### src/shared/serial_bus_unit_pkg.sv
// Constants, register map and field layout of the serial bus unit control block
// Overview of operation
// - Two serial modes: multi-master two-wire bus, and clocked shift of 1 to 8 data bits.
// - Control zero bit 7 enables the unit, resets 0; set before other writes.
// - Control zero bits 0 to 6 are read-only zero.
// - Three-bit rate select picks divider exponent 5 to 11; code 111 reserved.
// - Control one bit 0 reads the soft reset monitor, not the written bit.
// - Bit count 000 means 8 data bits; 001 to 111 mean 1 to 7.
// - Acknowledge bit adds one clock cycle beyond the data length.
// - Monitor bit reads 1 after reset; rate bit 0 becomes 0 entering shift mode.
// - Mode field: 00 port, 01 shift, 10 two-wire bus, 11 reserved.
package serial_bus_unit_pkg;
	localparam logic [31:0] CTRL_ONE_IDX = 32'hFFFFF250;
	localparam logic [31:0] CTRL_TWO_IDX = 32'hFFFFF253;
	localparam logic [31:0] CTRL_ZERO_IDX = 32'hFFFFF257;
	localparam logic [31:0] BURST_CTRL_IDX = 32'hFFFFF25F;
	localparam int ENABLE_BIT = 7;
	localparam int BIT_COUNT_LSB = 5;
	localparam int ACK_BIT = 4;
	localparam int FIXED_ONE_BIT = 3;
	localparam int MODE_LSB = 2;
	localparam int SOFT_RESET_LSB = 0;
	localparam logic [2:0] BIT_COUNT_RESET = 3'h0;
	localparam logic [2:0] RATE_RESET = 3'h1;
	localparam logic [2:0] RATE_RESERVED = 3'h7;
	localparam logic [1:0] MODE_PORT = 2'h0;
	localparam logic [1:0] MODE_SHIFT = 2'h1;
	localparam logic [1:0] MODE_BUS = 2'h2;
	localparam logic [1:0] SOFT_RESET_FIRST = 2'h2;
	localparam logic [1:0] SOFT_RESET_SECOND = 2'h1;
	localparam logic [3:0] SOFT_RESET_CYCLES = 4'h8;
	localparam logic [3:0] EXP_BASE = 4'h5;
	localparam logic [11:0] HALF_PERIOD_OFFSET = 12'h046;
	localparam logic [3:0] FULL_BYTE_BITS = 4'h8;
endpackage

### src/hw/serial_clock_burst.sv
// Serial clock burst generator: a fixed number of divided clock cycles per start
`timescale 1ns/1ps
module serial_clock_burst (
	input wire logic clk_i,
	input wire logic rst_i,
	input wire logic start_i,
	input wire logic abort_i,
	input wire logic [2:0] rate_i,
	input wire logic [3:0] cycles_i,
	output logic sclk_o,
	output logic busy_o,
	output logic done_o
);
	typedef enum logic [1:0] {IDLE, LOW_HALF, HIGH_HALF} burst_state_e;

	burst_state_e state;
	logic [11:0] half_count;
	logic [11:0] half_load;
	logic [3:0] cycles_left;
	logic [3:0] exponent;
	wire half_done = (half_count == 12'h001);
	wire start_ok = start_i && (rate_i != serial_bus_unit_pkg::RATE_RESERVED) && (cycles_i != 4'h0);

	assign exponent = serial_bus_unit_pkg::EXP_BASE + {1'b0, rate_i};
	assign half_load = (12'h001 << exponent) + serial_bus_unit_pkg::HALF_PERIOD_OFFSET;

	always_ff @(posedge clk_i) begin
		if (rst_i || abort_i) begin
			state <= IDLE;
			half_count <= 12'h000;
			cycles_left <= 4'h0;
			sclk_o <= 1'b1;
			busy_o <= 1'b0;
			done_o <= 1'b0;
		end else begin
			done_o <= 1'b0;
			unique case (state)
				IDLE: begin
					if (start_ok) begin
						state <= LOW_HALF;
						half_count <= half_load;
						cycles_left <= cycles_i;
						sclk_o <= 1'b0;
						busy_o <= 1'b1;
					end
				end
				LOW_HALF: begin
					half_count <= half_done ? half_load : half_count - 12'h001;
					if (half_done) begin
						state <= HIGH_HALF;
						sclk_o <= 1'b1;
					end
				end
				HIGH_HALF: begin
					half_count <= half_done ? half_load : half_count - 12'h001;
					if (half_done) begin
						if (cycles_left == 4'h1) begin
							state <= IDLE;
							busy_o <= 1'b0;
							done_o <= 1'b1;
						end else begin
							state <= LOW_HALF;
							sclk_o <= 1'b0;
						end
						cycles_left <= cycles_left - 4'h1;
					end
				end
				default: state <= IDLE;
			endcase
		end
	end
endmodule

### src/hw/serial_bus_unit_control.sv
// Control front end of the serial bus unit with a classic Wishbone register slave
`timescale 1ns/1ps
module serial_bus_unit_control (
	input wire logic clk_i,
	input wire logic rst_i,
	input wire logic cyc_i,
	input wire logic stb_i,
	input wire logic we_i,
	input wire logic [31:0] adr_i,
	input wire logic [3:0] sel_i,
	input wire logic [31:0] dat_i,
	output logic [31:0] dat_o,
	output logic ack_o,
	output logic unit_enable_o,
	output logic [1:0] operating_mode_o,
	output logic soft_reset_busy_o,
	output logic burst_busy_o,
	output logic scl_o,
	output logic scl_oe_o
);
	logic unit_enable_bit;
	logic [2:0] bit_count_field;
	logic ack_enable;
	logic [2:0] scl_rate_select;
	logic [1:0] operating_mode_field;
	logic [1:0] soft_reset_last;
	logic [3:0] soft_reset_count;
	logic burst_start;
	logic sclk;
	logic sclk_busy;
	logic sclk_done;
	logic burst_done_flag;
	logic [3:0] data_length;
	logic [3:0] clock_cycles;
	logic [7:0] read_byte;
	logic next_scl_o;
	logic next_scl_oe;

	// Bus decode
	wire access = cyc_i && stb_i && !ack_o;
	wire wr_lane = access && we_i && sel_i[0];
	wire hit_zero = (adr_i == serial_bus_unit_pkg::CTRL_ZERO_IDX);
	wire hit_one = (adr_i == serial_bus_unit_pkg::CTRL_ONE_IDX);
	wire hit_two = (adr_i == serial_bus_unit_pkg::CTRL_TWO_IDX);
	wire hit_burst = (adr_i == serial_bus_unit_pkg::BURST_CTRL_IDX);
	wire soft_reset_active = (soft_reset_count != 4'h0);
	// only the enable register is writable while disabled
	wire wr_allowed = wr_lane && unit_enable_bit;
	wire wr_zero = wr_lane && hit_zero;
	wire wr_one = wr_allowed && hit_one && !soft_reset_active;
	wire wr_two = wr_allowed && hit_two;
	wire wr_burst = wr_allowed && hit_burst && !soft_reset_active;
	wire [1:0] new_mode = dat_i[serial_bus_unit_pkg::MODE_LSB +: 2];
	wire [1:0] new_soft_reset = dat_i[serial_bus_unit_pkg::SOFT_RESET_LSB +: 2];
	// Any other write to control two in between disarms the key
	// Second half of the two-write key starts the soft reset
	wire soft_reset_key = wr_two && (new_soft_reset == serial_bus_unit_pkg::SOFT_RESET_SECOND)
		&& (soft_reset_last == serial_bus_unit_pkg::SOFT_RESET_FIRST);
	// entering shift mode zeroes the low rate bit
	wire enter_shift = wr_two && (new_mode == serial_bus_unit_pkg::MODE_SHIFT)
		&& (operating_mode_field != serial_bus_unit_pkg::MODE_SHIFT);
	wire serial_mode = (operating_mode_field == serial_bus_unit_pkg::MODE_SHIFT)
		|| (operating_mode_field == serial_bus_unit_pkg::MODE_BUS);
	// Soft reset and disable both cut a running burst short, so no half clock is left on the pin
	wire burst_abort = soft_reset_active || !unit_enable_bit;

	// code 000 means a full byte
	assign data_length = (bit_count_field == 3'h0) ? serial_bus_unit_pkg::FULL_BYTE_BITS : {1'b0, bit_count_field};
	assign clock_cycles = data_length + {3'h0, ack_enable};
	// A burst only starts in a serial mode with the unit enabled
	assign burst_start = wr_burst && dat_i[0] && serial_mode;

	// low bits of control zero read zero
	// bit 0 of control one shows the reset monitor
	wire [7:0] zero_view = {unit_enable_bit, 7'h00};
	wire [7:0] one_view = {bit_count_field, ack_enable, 1'b1, scl_rate_select[2:1], !soft_reset_active};
	wire [7:0] two_view = {4'h0, operating_mode_field, 2'h0};
	wire [7:0] burst_view = {6'h00, burst_done_flag, sclk_busy};
	assign read_byte = hit_zero ? zero_view :
		hit_one ? one_view :
		hit_two ? two_view :
		hit_burst ? burst_view : 8'h00;

	// open-drain clock in bus mode, push-pull clock in shift mode
	always_comb begin
		next_scl_o = 1'b1;
		next_scl_oe = 1'b0;
		if (unit_enable_bit && operating_mode_field == serial_bus_unit_pkg::MODE_SHIFT) begin
			next_scl_o = sclk;
			next_scl_oe = 1'b1;
		end else if (unit_enable_bit && operating_mode_field == serial_bus_unit_pkg::MODE_BUS) begin
			next_scl_o = 1'b0;
			next_scl_oe = !sclk;
		end
	end

	serial_clock_burst burst (
		.clk_i(clk_i),
		.rst_i(rst_i),
		.start_i(burst_start),
		.abort_i(burst_abort),
		.rate_i(scl_rate_select),
		.cycles_i(clock_cycles),
		.sclk_o(sclk),
		.busy_o(sclk_busy),
		.done_o(sclk_done)
	);

	// Bus answer one cycle after the request is taken; ack gates the decode so a held strobe is never acked on two cycles in a row
	always_ff @(posedge clk_i) begin
		if (rst_i) begin
			ack_o <= 1'b0;
		end else begin
			ack_o <= access;
		end
	end

	// Read data stands only with ack; unmapped reads return zero
	always_ff @(posedge clk_i) begin
		if (rst_i) begin
			dat_o <= 32'h00000000;
		end else begin
			dat_o <= access ? {24'h000000, read_byte} : 32'h00000000;
		end
	end

	always_ff @(posedge clk_i) begin
		if (rst_i) begin
			unit_enable_bit <= 1'b0;
		end else if (wr_zero) begin
			unit_enable_bit <= dat_i[serial_bus_unit_pkg::ENABLE_BIT];
		end
	end

	always_ff @(posedge clk_i) begin
		if (rst_i || soft_reset_active) begin
			bit_count_field <= serial_bus_unit_pkg::BIT_COUNT_RESET;
			ack_enable <= 1'b0;
		end else if (wr_one) begin
			bit_count_field <= dat_i[serial_bus_unit_pkg::BIT_COUNT_LSB +: 3];
			ack_enable <= dat_i[serial_bus_unit_pkg::ACK_BIT];
		end
	end

	// rate bit 0 resets to 1
	always_ff @(posedge clk_i) begin
		if (rst_i || soft_reset_active) begin
			scl_rate_select <= serial_bus_unit_pkg::RATE_RESET;
		end else if (wr_one) begin
			scl_rate_select <= dat_i[2:0];
		end else if (enter_shift) begin
			scl_rate_select[0] <= 1'b0;
		end
	end

	// mode field; reserved code is not taken
	always_ff @(posedge clk_i) begin
		if (rst_i) begin
			operating_mode_field <= serial_bus_unit_pkg::MODE_PORT;
		end else if (wr_two && new_mode != 2'h3) begin
			operating_mode_field <= new_mode;
		end
	end

	// soft reset sequence and its monitor
	always_ff @(posedge clk_i) begin
		if (rst_i) begin
			soft_reset_last <= 2'h0;
			soft_reset_count <= 4'h0;
		end else begin
			if (wr_two) begin
				soft_reset_last <= new_soft_reset;
			end
			if (soft_reset_key) begin
				soft_reset_count <= serial_bus_unit_pkg::SOFT_RESET_CYCLES;
			end else if (soft_reset_active) begin
				soft_reset_count <= soft_reset_count - 4'h1;
			end
		end
	end

	// Burst done flag: a new completion wins over the clear by write
	always_ff @(posedge clk_i) begin
		if (rst_i) begin
			burst_done_flag <= 1'b0;
		end else if (sclk_done) begin
			burst_done_flag <= 1'b1;
		end else if (wr_burst && dat_i[1]) begin
			burst_done_flag <= 1'b0;
		end
	end

	// Registered pin outputs, released after reset
	always_ff @(posedge clk_i) begin
		if (rst_i) begin
			scl_o <= 1'b1;
			scl_oe_o <= 1'b0;
		end else begin
			scl_o <= next_scl_o;
			scl_oe_o <= next_scl_oe;
		end
	end

	// Registered status outputs
	always_ff @(posedge clk_i) begin
		if (rst_i) begin
			unit_enable_o <= 1'b0;
			operating_mode_o <= serial_bus_unit_pkg::MODE_PORT;
			soft_reset_busy_o <= 1'b0;
			burst_busy_o <= 1'b0;
		end else begin
			unit_enable_o <= unit_enable_bit;
			operating_mode_o <= operating_mode_field;
			soft_reset_busy_o <= soft_reset_active;
			burst_busy_o <= sclk_busy;
		end
	end
endmodule

### config.mk
export PLATFORM = sky130hd
export DESIGN_NAME = serial_bus_unit_control
export DESIGN_NICKNAME = d
export VERILOG_FILES = /design/src/shared/serial_bus_unit_pkg.sv /design/src/hw/serial_clock_burst.sv /design/src/hw/serial_bus_unit_control.sv
export SDC_FILE = /design/constraint.sdc
export NUM_CORES = 1
export LEC_CHECK = 0
export ABC_AREA = 0
export BUFFER_PORTS_ARGS = -buffer_cell sky130_fd_sc_hd__buf_2
export CAP_MARGIN = 15
export CORE_UTILIZATION = 50
export CTS_CLUSTER_DIAMETER = 30
export DETAILED_ROUTE_END_ITERATION = 8
export PLACE_DENSITY_LB_ADDON = 0.2
export RECOVER_POWER = 100
export SETUP_SLACK_MARGIN = 0.1
export SKIP_LAST_GASP = 1
export SLEW_MARGIN = 20
export SYNTH_ARGS = -nofsm -noshare
export SYNTH_HDL_FRONTEND = slang
export SYNTH_SLANG_ARGS = --single-unit
### constraint.sdc
create_clock -name clk_i -period 3.3 [get_ports clk_i]
set_input_delay 0.66 -clock clk_i [delete_from_list [all_inputs] [get_ports clk_i]]
set_output_delay 0.66 -clock clk_i [all_outputs]
set_load 0.1 [all_outputs]
==> impl_metrics.yaml <==
run_status:
  status: "finished, final reports clean"
sta:
  rsz0062_at_grt: "false"
  finalSetupViolCount: 0
  setup_slack_ns: 0.483
  period_needed_ns: 2.82
  hold_viol: 0
  timing.fmax_mhz: 355
  fin_skew_ns: 0.00894
  relSlewSlack_pct: 22.0
  worst_slew_pin_slew_ns: 1.17
  tns_ns: 0
  slew_violations: 0
  min_period_over_period_pct: 85.4
synth:
  syn_area_sq_um: 3150
  async_flop_share_pct: 0
  seq_area_frac_synth_pct: 34.3
  ys_ff_latch: 54
  synthFlopType: "dfxtp_1"
  avgSynthCellArea_sq_um: 8.00
  synthDistinctLibCells: 57
  synth_warnings: 0
  synth-edff-count: 0
  netlist_instances: 394
worst_setup_path:
  rr_endpoint: "burst.half_count[10]$_SDFFE_PP0N_"
  reg2reg_from: "operating_mode_field[0]$_SDFFE_PP0P_"
  required_ns: 3.50
  cp-end-kind: "flop"
  cp.arrival_ns: 3.01
  r2r_slack_ns: 0.48
  cp_max_fo: 6
  worstSetupPathType: "flop to flop"
  startpoint: "operating_mode_field[0]$_SDFFE_PP0P_"
  start_kind: "flop"
  endpoint: "burst.half_count[10]$_SDFFE_PP0N_"
  reg2reg_depth: 9
grt:
  grt_max_degree: 20
  antenna_found_initial: 0
  grt_use_total_pct: 22.8
  gr-total-overflow: 0
  grt_pass1_vias: 2619
  grt_pass1_wl_mm: 11.8
clock_network:
  cts.repair.resized: 0
  clkSinkCount: 54
  holdBufCountCts: 0
  cts-root-buf: "clkbuf_8"
  clk_path_buf_depth: 2
  clk_latency_ns: 0.30
  clk_pin_slew_worst_paths_ns: 0.10
  cts_setup_buffers: 0
  ctsHtreeMaxLevel: 2
  cts_tree: "built"
  cts_buffers: 5
die:
  floorplan.initialDensity_pct: 52.6
  dieHeight_um: 81.4
  rows: 28
  chipWidth_um: 81.4
  ios: 113
  die_area_sq_um: 6620
  core_area_sq_um: 5990
power:
  p_comb_share_pct: 26.1
  p_seq_share_pct: 47.8
  p_leak_nw: 1.42
  power.internal_uw: 949
  p_sw_uw: 512
  powerDensity_nw_per_um2: 420
  ir_drop_v: 0.000406
  swShare_pct: 35.1
  p_total_mw: 1.46
  pwr-share-clk_pct: 26.1
routing:
  totalWireLength_mm: 7.10
  avgViaCountPerCell: 5.48
  drt-initial-drc-count: 213
  vias: 2883
  drc: 0
  firstDrtPassIters: 4
  ant_nets: 0
  routedWlPerCell_um: 13.5
placement:
  place_ws_ns: 0.628
  place_area_sq_um: 3430
  gp_congestion: 0.887
  dp_hpwl_mm: 5.34
  numPortBuffers: 61
final_layout:
  final_common_cell: "nor2_1"
  area_growth_pct: 10.4
  most-common-layout-cells: "nor2_1, dfxtp_1, buf_2"
  post_route_cells_drive_above_1_share_pct: 14.2
  nNetsFinal: 539
  final_area_sq_um: 3480
  antenna_cells: 0
worst_hold_path:
  min_path_type: "flop to flop"
  hp-start: "burst.done_o$_SDFF_PP0_"
job:
  max_cap_violations: 0
[through the flow]
stage | util, % | cells | hold WS (ns)
floorplan | - | 417 | 0.413
global placement | 57.3 | 518 | 0.429
detailed placement | 57.3 | 518 | 0.444
CTS | 58.8 | 526 | 0.466
global route | 58.0 | 526 | 0.489
finish | 58.0 | 526 | 0.458
[registers in the layout, summed over array words and instances (netlist names), 2 cells and up]
name / flops
scl_rate_select: 3
burst.state: 2
dat_o: 8
soft_reset_count: 4
burst.half_count: 12
operating_mode_field: 2
burst.cycles_left: 4
bit_count_field: 3
soft_reset_last: 2
operating_mode_o: 2
[worst min-delay path by stage]
stage | slack [ns] | endpoint | cells past startpoint
after global placement | 0.43 | burst_done_flag$_SDFFE_PP0P_ | 2
final | 0.46 | burst_done_flag$_SDFFE_PP0P_ | 2
after global routing | 0.49 | burst_done_flag$_SDFFE_PP0P_ | 2
after floorplan | 0.41 | burst_done_flag$_SDFFE_PP0P_ | 2
after CTS | 0.47 | burst_done_flag$_SDFFE_PP0P_ | 2
after detailed placement | 0.44 | burst_done_flag$_SDFFE_PP0P_ | 2
[Yosys cell counts (2+ instances only)]
master / instances / area share [%]
nor2_1: 56 / 6.7
dfxtp_1: 54 / 34
nand2_1: 31 / 3.7
a21oi_1: 24 / 3.8
buf_4: 24 / 5.7
inv_1: 17 / 2.0
ha_1: 16 / 6.4
o21ai_0: 16 / 2.5
nor3_1: 15 / 2.4
clkbuf_1: 14 / 1.7
nand3_1: 12 / 1.9
nand4_1: 10 / 2.0
mux2i_1: 9 / 2.9
and2_1: 8 / 1.6
nor4_1: 7 / 1.4
nand4b_1: 5 / 1.4
or3_1: 5 / 0.99
a211oi_1: 4 / 0.95
a31oi_1: 4 / 0.79
nand2b_1: 4 / 0.79
o22ai_1: 4 / 0.79
xnor2_1: 4 / 1.1
buf_2: 3 / 0.48
mux2_2: 3 / 1.1
nand3b_1: 3 / 0.71
nor3b_1: 3 / 0.71
a21o_1: 2 / 0.48
a22oi_1: 2 / 0.48
nor4_2: 2 / 0.79
nor4b_1: 2 / 0.56
o211ai_1: 2 / 0.48
o2bb2ai_1: 2 / 0.56
o31ai_1: 2 / 0.48
or4_1: 2 / 0.48
[layout make-up]
type	count	area [sq um]
clock inverter	1	5.00
clock buffer	7	86.3
sequential	54	1080
fill	577	2510
inverter	17	63.8
tap	75	93.8
timing repair buffer	67	325
multi-input combinational	305	1820
[critical path, cell delays in order (launching register included)]
cell	delay (ns)
dfxtp_1	0.41
inv_1	0.09
ha_1	0.29
or3b_2	0.47
nor4_1	0.23
nand4_1	0.28
mux2i_1	0.42
buf_4	0.21
nand2_1	0.05
a32o_1	0.25
[layer usage]
layer  up-vias  track usage [%]  share of wire [%]
li1       1462                -                  -
met1      1338             30.4                 48
met2        76             37.9                 46
met3         7             3.37                4.8
met4         0             6.43               0.92
met5         -                0                  0
[cell families after synthesis]
kind of cell	Yosys count	synth area share, %
AOI/OAI and AO/OA	71	14.0
xor gates and xnor gates	5	1.39
adders and majority gates	16	6.35
buffers and inverters	58	9.89
DFF	54	34.3
muxes	14	4.84
other	1	0.119
and+or+nand+nor	175	29.1
[power by group through the flow]
stage / sequential (mW) / clock (mW) / combinational [mW]
4_1_cts: 0.698 / 0.392 / 0.397
3_3_place_gp: 0.713 / 0 / 0.387
6_report: 0.699 / 0.381 / 0.381
3_5_place_dp: 0.713 / 0 / 0.396
2_1_floorplan: 0.751 / 0 / 0.295
5_1_grt: 0.702 / 0.420 / 0.410
Power figures use the tool's default switching activity.
